## config.mk

```make
export PLATFORM = sky130hd
export DESIGN_NAME = slr_link_regs
export DESIGN_NICKNAME = d
export VERILOG_FILES = /design/src/core/slr_pkg.sv /design/src/core/slr_prog_if.sv /design/src/core/slr_link_regs.sv /design/src/core/slr_prog_ctrl.sv
export VERILOG_INCLUDE_DIRS = /design/src /design/src/core
export SDC_FILE = /design/constraint.sdc
export NUM_CORES = 1
export LEC_CHECK = 0
export BUFFER_PORTS_ARGS = -buffer_cell sky130_fd_sc_hd__buf_2
export CORE_MARGIN = 2
export CORE_UTILIZATION = 58
export CTS_BUF_LIST = sky130_fd_sc_hd__clkbuf_4 sky130_fd_sc_hd__clkbuf_8
export CTS_CLUSTER_DIAMETER = 100
export DETAILED_ROUTE_END_ITERATION = 16
export PLACE_DENSITY = 0.88
export SLEW_MARGIN = 15
export SYNTH_ARGS = -nofsm -noshare
export SYNTH_HDL_FRONTEND = slang
export SYNTH_SLANG_ARGS = --single-unit
export TNS_END_PERCENT = 20
```

## constraint.sdc

```tcl
create_clock -name sys_clk -period 4 [get_ports sys_clk]
set_input_delay 0.8 -clock sys_clk [delete_from_list [all_inputs] [get_ports sys_clk]]
set_output_delay 0.8 -clock sys_clk [all_outputs]
set_load 0.01 [all_outputs]
```

## src/core/slr_consts.svh

```systemverilog
`ifndef SLR_CONSTS_SVH
`define SLR_CONSTS_SVH

// ==========================================================================
// Register offsets
`define SLR_OFS_ERR_LO   6'h08
`define SLR_OFS_ERR_HI   6'h09
`define SLR_OFS_IRQ      6'h0a
`define SLR_OFS_IRQ_EN   6'h0b
`define SLR_OFS_DATA0    6'h10
`define SLR_OFS_DATA1    6'h11
`define SLR_OFS_DATA2    6'h12
`define SLR_OFS_DATA3    6'h13
`define SLR_OFS_ADDR_LO  6'h14
`define SLR_OFS_ADDR_HI  6'h15

// ==========================================================================
// Field positions and reset values
`define SLR_BIT_SYNC     0
`define SLR_BIT_CMD      1
`define SLR_BIT_CLR      7
`define SLR_BIT_IRQ      0
`define SLR_BIT_START    7
`define SLR_BYTE_RST     8'h00
`define SLR_ZERO_BYTE    8'h00

`endif

```

## src/core/slr_pkg.sv

```systemverilog
package slr_pkg;
  typedef logic [5:0]  slr_ofs_t;
  typedef logic [7:0]  slr_byte_t;
  typedef logic [10:0] slr_addr_t;
  typedef logic [31:0] slr_word_t;
  typedef enum logic [2:0] {
    SLR_IDLE = 3'b001,
    SLR_BUSY = 3'b010,
    SLR_HOLD = 3'b100
  } slr_pst_t;
endpackage : slr_pkg

```

## src/core/slr_prog_if.sv

```systemverilog
`timescale 1ns/100ps
interface slr_prog_if;
  import slr_pkg::*;
  logic      start;
  logic      timer_dis;
  logic      otp_busy;
  logic      begin_p;
  logic      active;
  logic      req;
  modport ctrl (input start, timer_dis, otp_busy,
                output begin_p, active, req);
  modport regs (output start, timer_dis, otp_busy,
                input begin_p, active, req);
endinterface : slr_prog_if

```

## src/core/slr_link_regs.sv

```systemverilog
`timescale 1ns/100ps
`include "slr_consts.svh"
module slr_link_regs (
  // Clock and reset
  input  wire logic             sys_clk,
  input  wire logic             resetn,
  // Register access
  input  wire logic             reg_wr,
  input  wire logic             reg_rd,
  input  wire slr_pkg::slr_ofs_t  reg_addr,
  input  wire slr_pkg::slr_byte_t reg_wdata,
  output logic [7:0]            reg_rdata,
  // Link receiver events
  input  wire logic             sync_mismatch_evt,
  input  wire logic             invalid_cmd_evt,
  input  wire logic             link_irq_evt,
  input  wire slr_pkg::slr_byte_t err_lower_in,
  output logic                  error_flags_clear,
  output logic                  link_irq,
  // Programming
  input  wire logic             program_timer_disable,
  input  wire logic             otp_timer_busy,
  output logic                  program_req,
  output logic                  program_active,
  output logic [10:0]           otp_write_address,
  output logic [31:0]           otp_write_data
);
  import slr_pkg::*;

  typedef struct packed {
    logic      sync_flag;
    logic      cmd_flag;
    logic      irq_pend;
    logic      irq_en;
    slr_word_t data;
    slr_byte_t addr_lo;
    logic [2:0] addr_hi;
    logic      start;
    slr_byte_t rdata;
  } slr_reg_state_t;

  slr_reg_state_t s_r;
  slr_reg_state_t s_nxt;
  slr_prog_if     pif ();

  function automatic logic hit(input slr_ofs_t a, input slr_ofs_t o);
    hit = reg_wr && (a == o);
  endfunction : hit

  logic clr;

  // ========================================================================
  // Programming sequencer
  slr_prog_ctrl u_prog (
    .sys_clk (sys_clk),
    .resetn  (resetn),
    .pif     (pif)
  );
  assign pif.start     = s_r.start;
  assign pif.timer_dis = program_timer_disable;
  assign pif.otp_busy  = otp_timer_busy;

  // ========================================================================
  // Next state
  always_comb begin
    s_nxt = s_r;
    clr   = hit(reg_addr, `SLR_OFS_ERR_HI)
            && reg_wdata[`SLR_BIT_CLR];
    // A set in the same cycle as a clear wins, so an error that lands
    // on the clear write is kept and does not go unseen.
    if (clr) begin
      s_nxt.sync_flag = 1'b0;
      s_nxt.cmd_flag  = 1'b0;
    end
    if (sync_mismatch_evt) begin
      s_nxt.sync_flag = 1'b1;
    end
    if (invalid_cmd_evt) begin
      s_nxt.cmd_flag = 1'b1;
    end
    if (hit(reg_addr, `SLR_OFS_IRQ) && reg_wdata[`SLR_BIT_IRQ]) begin
      s_nxt.irq_pend = 1'b0;
    end
    if (link_irq_evt) begin
      s_nxt.irq_pend = 1'b1;
    end
    if (hit(reg_addr, `SLR_OFS_IRQ_EN)) begin
      s_nxt.irq_en = reg_wdata[`SLR_BIT_IRQ];
    end
    if (hit(reg_addr, `SLR_OFS_DATA0)) s_nxt.data[7:0]   = reg_wdata;
    if (hit(reg_addr, `SLR_OFS_DATA1)) s_nxt.data[15:8]  = reg_wdata;
    if (hit(reg_addr, `SLR_OFS_DATA2)) s_nxt.data[23:16] = reg_wdata;
    if (hit(reg_addr, `SLR_OFS_DATA3)) s_nxt.data[31:24] = reg_wdata;
    if (hit(reg_addr, `SLR_OFS_ADDR_LO)) begin
      s_nxt.addr_lo = reg_wdata;
    end
    if (pif.begin_p) begin
      s_nxt.start = 1'b0;
    end
    if (hit(reg_addr, `SLR_OFS_ADDR_HI)) begin
      s_nxt.addr_hi = reg_wdata[2:0];
      s_nxt.start   = reg_wdata[`SLR_BIT_START];
    end
    s_nxt.rdata = `SLR_ZERO_BYTE;
    if (reg_rd) begin
      case (reg_addr)
        `SLR_OFS_ERR_HI:  s_nxt.rdata = {6'h00, s_r.cmd_flag,
                                         s_r.sync_flag};
        `SLR_OFS_IRQ:     s_nxt.rdata = {7'h00, s_r.irq_pend};
        `SLR_OFS_IRQ_EN:  s_nxt.rdata = {7'h00, s_r.irq_en};
        `SLR_OFS_DATA0:   s_nxt.rdata = s_r.data[7:0];
        `SLR_OFS_DATA1:   s_nxt.rdata = s_r.data[15:8];
        `SLR_OFS_DATA2:   s_nxt.rdata = s_r.data[23:16];
        `SLR_OFS_DATA3:   s_nxt.rdata = s_r.data[31:24];
        `SLR_OFS_ADDR_LO: s_nxt.rdata = s_r.addr_lo;
        `SLR_OFS_ADDR_HI: s_nxt.rdata = {s_r.start, 4'h0, s_r.addr_hi};
        default:          s_nxt.rdata = `SLR_ZERO_BYTE;
      endcase
    end
  end

  // ========================================================================
  // Outputs
  assign reg_rdata         = s_r.rdata;
  assign error_flags_clear = clr;
  assign link_irq          = s_r.irq_pend && s_r.irq_en;
  assign program_req       = pif.req;
  assign program_active    = pif.active;
  assign otp_write_address = {s_r.addr_hi, s_r.addr_lo};
  assign otp_write_data    = s_r.data;

  always_ff @(posedge sys_clk or negedge resetn) begin
    if (!resetn) begin
      s_r <= '0;
    end else begin
      s_r <= s_nxt;
    end
  end
endmodule : slr_link_regs

```

## src/core/slr_prog_ctrl.sv

```systemverilog
`timescale 1ns/100ps
`include "slr_consts.svh"
module slr_prog_ctrl (
  // Clock and reset
  input wire logic sys_clk,
  input wire logic resetn,
  // Register side
  slr_prog_if.ctrl pif
);
  import slr_pkg::*;

  typedef struct packed {
    slr_pst_t st;
  } slr_pc_state_t;

  slr_pc_state_t s_r;
  slr_pc_state_t s_nxt;

  // ========================================================================
  // Sequencing
  // Timed mode pulses the request once; the external timer then reports
  // busy. Untimed mode follows the start bit level one cycle late, through the HOLD state.
  always_comb begin
    s_nxt = s_r;
    case (s_r.st)
      SLR_IDLE: begin
        if (pif.start && !pif.timer_dis) begin
          s_nxt.st = SLR_BUSY;
        end else if (pif.start) begin
          s_nxt.st = SLR_HOLD;
        end
      end
      SLR_BUSY: begin
        if (!pif.otp_busy) begin
          s_nxt.st = SLR_IDLE;
        end
      end
      SLR_HOLD: begin
        if (!pif.start) begin
          s_nxt.st = SLR_IDLE;
        end
      end
      default: s_nxt.st = SLR_IDLE;
    endcase
  end

  // Begin pulse clears the start bit in timed mode.
  assign pif.begin_p = (s_r.st == SLR_IDLE) && pif.start
                       && !pif.timer_dis;
  assign pif.active  = (s_r.st == SLR_BUSY);
  assign pif.req     = pif.begin_p || (s_r.st == SLR_HOLD);

  always_ff @(posedge sys_clk or negedge resetn) begin
    if (!resetn) begin
      s_r.st <= SLR_IDLE;
    end else begin
      s_r <= s_nxt;
    end
  end
endmodule : slr_prog_ctrl

```

* Word level (Yosys, flattened, before mapping)
Index checks and enable logic that the tools add are counted.
** Cells by class
- Shifts and indexed selects :: 0
- Multiplexer cells :: 14
- Bitwise logic cells :: 0
- Reduce and logical (&&, ||, !) cells :: 22
- Div/mod/pow operators :: 0
- Multiply operators :: 0
- Eq/ne operators :: 15
- Add/sub/neg operators :: 0
- Magnitude comparators :: 0
** Operator list (count)
- $pmux W8 S9 :: 1
- $eq A6 B5 Y1 const B :: 6
- $eq A6 B4 Y1 const B :: 3
- $logic_and A1 B1 Y1 :: 15
- $mux W3 :: 4
- $pmux W3 S3 :: 1
- $mux W8 :: 1
- $reduce_bool A2 Y1 :: 4
- $mux W1 :: 6
- $ne A2 B2 Y1 const B :: 2
- $eq A3 B1 Y1 const B :: 1
- $eq A3 B2 Y1 const B :: 1
- $eq A3 B3 Y1 const B :: 1
- $ne A3 B2 Y1 const B :: 1
- $reduce_and A3 Y1 :: 1
- $mux W2 :: 1
- $logic_not A1 Y1 :: 1
- $logic_or A1 B1 Y1 :: 1
** Storage, ports and cells
- Bits in writable memories :: 0
- Memory bits (read-only) :: 0
- Logic and storage cells :: 64
- Register bits after elaboration :: 59
- Memories kept :: 0
- Latch bits :: 0
- Output and inout bits :: 55
- Bits of input ports :: 31

* Longest topological paths before layout
Gate-level depths: netlist of run 1.
- Depth in word-level cells :: 5
- Mapped depth :: 7
- Gate-level depth less buffers :: 5

* Hierarchy
Synthesis of run 1 repeated with hierarchy kept, for this count alone.
** Second synthesis, totals
- Cells, all modules :: 251
- Area total of the unflattened synthesis :: 3119.2 um^2
** Modules (own cells, without submodules)
- slr_link_regs :: area each 2931.6 um^2, times used 1, cells an instance 235, sequential area each 1401.3 um^2
- slr_prog_ctrl :: area each 187.7 um^2, times used 1, cells an instance 16, sequential area each 76.3 um^2

* Least setup slack after synthesis of run 1
Ideal clock, no wire load.
- Path type :: input -> output
- Start :: input port reg_addr[2]
- End :: output port error_flags_clear
- Stages on the path :: 4
- Path buffers :: 0
- Setup slack :: 1.583 ns
- Required time :: 3.200 ns
- Arrival time :: 1.617 ns
- Path through :: nor4b_1 > and2_1 > nand3_1 > inv_1
** Between the ends
- Word-level cells in the longest chain between the ends :: 3
** Ends and longest elaborated chain
- start: declaration :: line slr_link_regs.sv:10 : input wire slr_pkg::slr_ofs_t reg_addr,
- $eq A6 B4 Y1 :: line slr_link_regs.sv:47 : hit = reg_wr && (a == o);
- $logic_and A1 B1 Y1 :: line slr_link_regs.sv:47
- $logic_and A1 B1 Y1 :: line slr_link_regs.sv:67 : clr = hit(reg_addr, `SLR_OFS_ERR_HI)
- end: declaration :: line slr_link_regs.sv:18 : output logic error_flags_clear,
No other way between the ends.

* Final worst setup path of run 1
Ends and elaborated chain as after synthesis.

==> summary.txt, run 1 <==
Final Cell Area: 0.00324 mm2
Diodes inserted: 0
Vias in the first global route: 1,927
Design Power: 1.43 mW
CTS sink count: 59
Total number of vias: 1,992
H-tree Lvls: 3
Most common cell in the netlist: dfrtp_1
Slew Viols, Final: 0
# Max-Cap Violations: 0
Crit share post-route: 74.2%
Drt wl/cell: 17.7 um
Worst slew pin tran: 0.648 ns
Root Driver: clkbuf_8
Sw frac: 26.3%
CTS tree: yes
CP required: 3.20 ns
Largest net degree at the start of global routing: 33
Overall Global Routing Usage: 23.6%
Post-synth top area cell: dfrtp_1
Synthesized Nets: 277
Sequential area share after synthesis: 49.8%
Post-synth top area share: 48.9%
FILL cells: 391
Leak: 1.64 nW
Placed Area: 0.00304 mm2
Maximum clock frequency: 0.337 GHz
Crit path DAT: 2.17 ns
Worst rel slew slack: 56.2%
Top cells by count, synth: dfrtp_1, buf_4, mux2_2
Setup bufs post-CTS: 0
Synth top area cells: dfrtp_1, mux2_2, buf_4
DRC viols: 0
Setup_tns: 0 ns
Initial antenna violation count: 0
Worst setup EP type: output port
DIE AREA: 0.00570 mm2
DR pass1 iterations: 4
Gpl congestion: 0.835
Post-Synthesis Cells: 246
Vias per cell: 5.63
Layout area overhead: 9.16%
First-pass GRT wire length: 9540 um
CTS Buf Count: 9
DP HPWL: 4410 um
#FFs+latches synth: 59
Initial Utilization: 59.2%
Layout cells sized above 1: 52.5%
Avg Cell Area, Syn: 12.1 um2
Final ANT Viol Nets: 0
Die height: 75.5 um
Cell variety after synth: 36
Total wire length: 6280 um
CP startpoint kind: primary input
Row count: 26
Final Setup Violations: 0
Register area: 0.00148 mm2
Area of the multi-input gates: 0.00107 mm2
Comb power frac: 14.2%
Setup Skew: 0.00474 ns
Post-synth EDFFs: 0
Overflow after GRT: 0
Fraction of registers with async set/reset: 100%
Ports: 86
Final nets: 310
Post-cts resize count: 0
Worst-skew pair later-pin latency: 0.33 ns
Status: finished clean
Max FO, Critical Path: 5
Core Area: 0.00501 mm2
Top_reg_cell synth: dfrtp_1
Final min period: 2.97 ns
Cts hold-fix bufs: 0
Psw: 376 uW
Fin. Hold Viols: 0
Worst-path clk slew: 0.06 ns
Hold Crit Class: in -> async
Mapped Area: 0.00297 mm2
Pint: 1.05 mW
Clk pwr share: 36.7%
DRT iter0 DRCs: 199
I/O Buffers: 77
Critical path type: in -> out
Die Width: 75.5 um
RSZ-0062 raised after global routing: no
Share of total power in sequential cells: 49.1%
IR drop worst, VDD: 0.280 mV
CTS Buffer Depth: 2
Yosys warning count: 0
Pwr dens: 442 mW/mm2
==> final cells by class <==
cell class	count	share of cell area (%)
clock buffers	10	4.25
multi-input cells	129	33.2
inverters	1	0.116
clock inverters	6	1.70
flip-flops and latches	59	45.7
repair buffers	79	12.4
well taps	70	2.71
==> power by group through the flow <==
stage	Sequential (mW)	Combinational (mW)	Clock (mW)
after floorplan	0.699	0.186	0
after global placement	0.708	0.199	0
after detailed placement	0.712	0.206	0
after CTS	0.701	0.206	0.535
after global routing	0.709	0.221	0.564
final	0.702	0.203	0.525
==> layer usage <==
| layer | up-vias | wire, um | track usage [%] |
|---|---|---|---|
| li1 | 898 | - | - |
| met1 | 993 | 2660 | 28.9 |
| met2 | 85 | 3060 | 39.2 |
| met3 | 16 | 444 | 6.75 |
| met4 | 0 | 108 | 10.1 |
| met5 | - | 0 | 0 |
==> cells by family (layout without fill, tap and decap cells) <==
kind of cell | after synthesis | after routing | share of synthesized area [%]
buffers and inverters | 58 | 96 | 13.9
multiplexers | 45 | 45 | 17.0
flip-flops | 59 | 59 | 49.8
AO/OA/AOI/OAI | 42 | 42 | 9.66
AND/OR/NAND/NOR | 42 | 42 | 9.54
==> stage by stage <==
step	setup slack (ns)	hold WS, ns	instances	util (%)
after CTS	1.10	0.491	354	64.6
final	1.03	0.489	354	64.6
after global routing	0.982	0.514	354	64.6
after global placement	1.19	0.467	338	60.8
after detailed placement	1.11	0.476	338	60.8
after floorplan	1.58	0.448	246	-
==> critical path: stages <==
cell,delay [ns]
buf_2,0.12
nor4b_1,0.60
and2_1,0.29
nand3_1,0.14
inv_1,0.08
buf_2,0.12
==> cells in the final DEF, fill, tap and decap left out, drive strengths merged <==
cell,count
a21o,4
a21oi,6
a221oi,2
a22oi,17
a31oi,8
a32o,1
and2,3
and2b,1
and4b,1
buf,79
bufinv,1
clkbuf,10
clkinv,5
dfrtp,58
dfstp,1
inv,1
mux2,44
mux2i,1
nand2,15
nand2b,4
nand3,2
nand3b,2
nand4b,1
nor2,3
nor2b,3
nor3b,2
nor4b,2
o21ai,3
o22ai,1
or2,2
or4b,1
==> worst paths after layout <==
path                                                start                              to  slack [ns]  cells after the start
worst max-delay path                          reg_addr[2]               error_flags_clear        1.03                      6
worst min-delay path                               resetn  otp_write_data[16]$_DFFE_PN0P_        0.49                      1
worst max register to register  u_prog.s_r[0]$_DFFE_PN1P_           pif.start$_DFFE_PN0P_        2.65                      4
worst min register to register        s_r[54]$_DFFE_PN0P_             s_r[54]$_DFFE_PN0P_        0.50                      1
max in group asynchronous                          resetn  otp_write_data[27]$_DFFE_PN0P_        2.66                      2
min in group sys_clk                  s_r[54]$_DFFE_PN0P_             s_r[54]$_DFFE_PN0P_        0.50                      1
==> registers in the layout (all words and copies together) (netlist names) <==
signal	flops
pif.start	1
reg_rdata	8
u_prog.s_r	3
otp_write_address	11
otp_write_data	32
s_r	4
(Power assumes the default switching activity.)
==> run 2: changes to the inputs <==
--- a/config.mk
+++ b/config.mk
@@ -8,11 +8,11 @@
 export LEC_CHECK = 0
 export BUFFER_PORTS_ARGS = -buffer_cell sky130_fd_sc_hd__buf_2
 export CORE_MARGIN = 2
-export CORE_UTILIZATION = 58
+export CORE_UTILIZATION = 54
 export CTS_BUF_LIST = sky130_fd_sc_hd__clkbuf_4 sky130_fd_sc_hd__clkbuf_8
 export CTS_CLUSTER_DIAMETER = 100
 export DETAILED_ROUTE_END_ITERATION = 16
-export PLACE_DENSITY = 0.88
+export PLACE_DENSITY = 0.83
 export SLEW_MARGIN = 15
 export SYNTH_ARGS = -nofsm -noshare
 export SYNTH_HDL_FRONTEND = slang
==> constraint.sdc (replaced) <==
create_clock -name sys_clk -period 2.81 [get_ports sys_clk]
set_input_delay 0.562 -clock sys_clk [delete_from_list [all_inputs] [get_ports sys_clk]]
set_output_delay 0.562 -clock sys_clk [all_outputs]
set_load 0.01 [all_outputs]
==> run 2 against run 1 <==
Effect of this change: die area increased by 7.0%; first-iteration DRC count fell by 53%; global-route usage decreased by 2.3 points; final cell count rose by 1.4%; hold slack lost 0.18 ns; worst setup slack got worse by 0.45 ns; routed wire length down 1.4%; power is 44% higher; sequential share of layout area shrank 0.75 points; highest routed layer unchanged.
==> summary.txt, run 2 (synthesized netlist as in run 1, its figures left out) <==
DP HPWL: 4340 um (was 4410 um)
Pint: 1.55 mW (was 1.05 mW)
Largest net degree at the start of global routing: 37 (was 33)
Worst rel slew slack: 48.0% (was 56.2%)
Vias per cell: 5.40 (was 5.63)
GR Util met1: 28.4% (was 28.9%)
Final min period: 2.23 ns
CP required: 2.25 ns (was 3.20 ns)
Die Width: 78.1 um (was 75.5 um)
Initial antenna violation count: 0 (unchanged)
Hold Crit Class: in -> async (unchanged)
Cts hold-fix bufs: 0 (unchanged)
Worst path top cell family by delay: simple AND/OR/NAND/NOR gates (unchanged)
Comb power frac: 14.0% (was 14.2%)
Flip-flop count of the largest register after layout: 32 (unchanged)
Setup Skew: 0.0102 ns (was 0.00474 ns)
FILL cells: 433 (was 391)
First-pass GRT wire length: 9660 um (was 9540 um)
H-tree Lvls: 3 (unchanged)
CTS tree: yes (unchanged)
Pwr dens: 628 mW/mm2 (was 442 mW/mm2)
Worst slew pin tran: 0.780 ns (was 0.648 ns)
R2r worst-path depth: 4 (unchanged)
Layout cells sized above 1: 53.3% (was 52.5%)
Worst-skew pair later-pin latency: 0.33 ns (about the same)
Die height: 78.1 um (was 75.5 um)
Total number of vias: 1,939 (was 1,992)
Crit share post-route: 79.4%
Leak: 1.67 nW (was 1.64 nW)
Final ANT Viol Nets: 0 (unchanged)
I/O Buffers: 77 (unchanged)
Gr busiest metal: met2 (unchanged)
CTS Buffer Depth: 2 (unchanged)
Core Util, Final: 63.2% (was 64.6%)
Diodes inserted: 0 (unchanged)
Gpl congestion: 0.787 (was 0.835)
Overall Global Routing Usage: 21.3% (was 23.6%)
Setup bufs post-CTS: 0 (unchanged)
Met2 usage in global routing: 33.3% (was 39.2%)
Maximum clock frequency: 0.448 GHz
CTS sink count: 59 (unchanged)
Layout area overhead: 11.0% (was 9.16%)
# Max-Cap Violations: 0 (unchanged)
Most common cell after layout, fill and taps aside: buf_2 (unchanged)
Critical path type: in -> out (unchanged)
Initial Utilization: 57.0% (was 59.2%)
DR pass1 iterations: 4 (unchanged)
Ports: 86 (unchanged)
Slew Viols, Final: 0 (unchanged)
Max FO, Critical Path: 5 (unchanged)
Sw frac: 24.9% (was 26.3%)
Slowest CP cell: nor4b_1 (unchanged)
Total wire length: 6190 um (was 6280 um)
CTS Buf Count: 9 (unchanged)
Overflow after GRT: 0 (unchanged)
CP dominant cell by count: buf_2 (unchanged)
Psw: 515 uW (was 376 uW)
Post-cts resize count: 0 (unchanged)
Share of total power in sequential cells: 48.3% (was 49.1%)
Core Area: 0.00520 mm2 (was 0.00501 mm2)
R2R setup slack: 1.50 ns (was 2.65 ns)
Status: finished clean (unchanged)
Drt wl/cell: 17.2 um (was 17.7 um)
Worst setup EP type: output port (unchanged)
Final Setup Violations: 0 (unchanged)
Setup_tns: 0 ns (unchanged)
DRC viols: 0 (unchanged)
Reg-to-reg startpoint: u_prog.s_r[0]$_DFFE_PN1P_ (unchanged)
IR drop worst, VDD: 0.402 mV (was 0.280 mV)
DIE AREA: 0.00610 mm2 (was 0.00570 mm2)
DRT iter0 DRCs: 94 (was 199)
RSZ-0062 raised after global routing: no (unchanged)
Crit-path max cell delay: 0.36 ns (was 0.60 ns)
Clk pwr share: 37.7% (was 36.7%)
Final nets: 316 (was 310)
Met3 global-route usage: 6.09% (was 6.75%)
Most frequent cells in the layout: buf_2, dfrtp_1, mux2_2 (unchanged)
Worst path bufs/invs: 3 (unchanged)
Row count: 26 (unchanged)
Design Power: 2.07 mW (was 1.43 mW)
Reg-to-Reg End: pif.start$_DFFE_PN0P_ (unchanged)
Worst path cell trace: buf_2 -> nor4b_1 -> and2_1 -> nand3_1 -> inv_1 -> buf_2 (unchanged)
Vias in the first global route: 1,887 (was 1,927)
Fin. Hold Viols: 0 (unchanged)
Worst-path clk slew: 0.07 ns (was 0.06 ns)
CP startpoint kind: primary input (unchanged)
Root Driver: clkbuf_8 (unchanged)
Crit path DAT: 1.67 ns (was 2.17 ns)
## run 2: changes by cell type in the layout (fill, tap and decap cells not counted)
| cell | before | now |
|---|---|---|
| buf_4 | 2 | 8 |
| clkinv_2 | 5 | 1 |
| clkbuf_4 | 0 | 2 |
| clkbuf_8 | 10 | 11 |
## run 2: final cells by class
class | count | area (um2) | share of cell area (%)
timing repair buffer | 85 | 445 | 13.5
sequential | 59 | 1480 | 44.9
clock buffer | 13 | 166 | 5.06
multi-input combinational | 129 | 1070 | 32.7
tap | 70 | 87.6 | 2.66
clock inverter | 2 | 35.0 | 1.06
inverter | 1 | 3.75 | 0.114
## run 2: worst max path at each step
stage | start | to | slack [ns] | depth (start not counted)
4_1_cts | reg_addr[2] | error_flags_clear | 0.58 | 6
6_report | reg_addr[2] | error_flags_clear | 0.58 | 6
3_3_place_gp | reg_addr[3] | otp_write_data[16]$_DFFE_PN0P_ | 0.49 | 5
3_5_place_dp | reg_addr[3] | otp_write_data[22]$_DFFE_PN0P_ | 0.48 | 5
2_1_floorplan | reg_addr[3] | otp_write_data[16]$_DFFE_PN0P_ | 0.70 | 5
5_1_grt | reg_addr[2] | error_flags_clear | 0.44 | 6
## run 2: metal layers
layer	up-vias	share of wire [%]
li1	914	-
met1	944	43
met2	79	50
met3	2	7.3
met4	0	0.37
met5	-	0
## run 2: power groups by stage
stage	sequential, mW	clock (mW)	combinational (mW)
after detailed placement	1.01	0	0.294
after global routing	1.01	0.832	0.314
final	0.998	0.779	0.289
after CTS	0.997	0.791	0.295
after floorplan	0.996	0	0.265
after global placement	1.01	0	0.287
## run 2: metrics by stage
stage / cells / worst slack [ns] / hold WS [ns] / area (um2)
6_report: 359 / 0.580 / 0.313 / 3290
5_1_grt: 359 / 0.443 / 0.384 / 3290
4_1_cts: 359 / 0.581 / 0.335 / 3290
3_5_place_dp: 344 / 0.483 / 0.467 / 3090
3_3_place_gp: 344 / 0.488 / 0.464 / 3090
2_1_floorplan: 246 / 0.700 / 0.266 / 2970
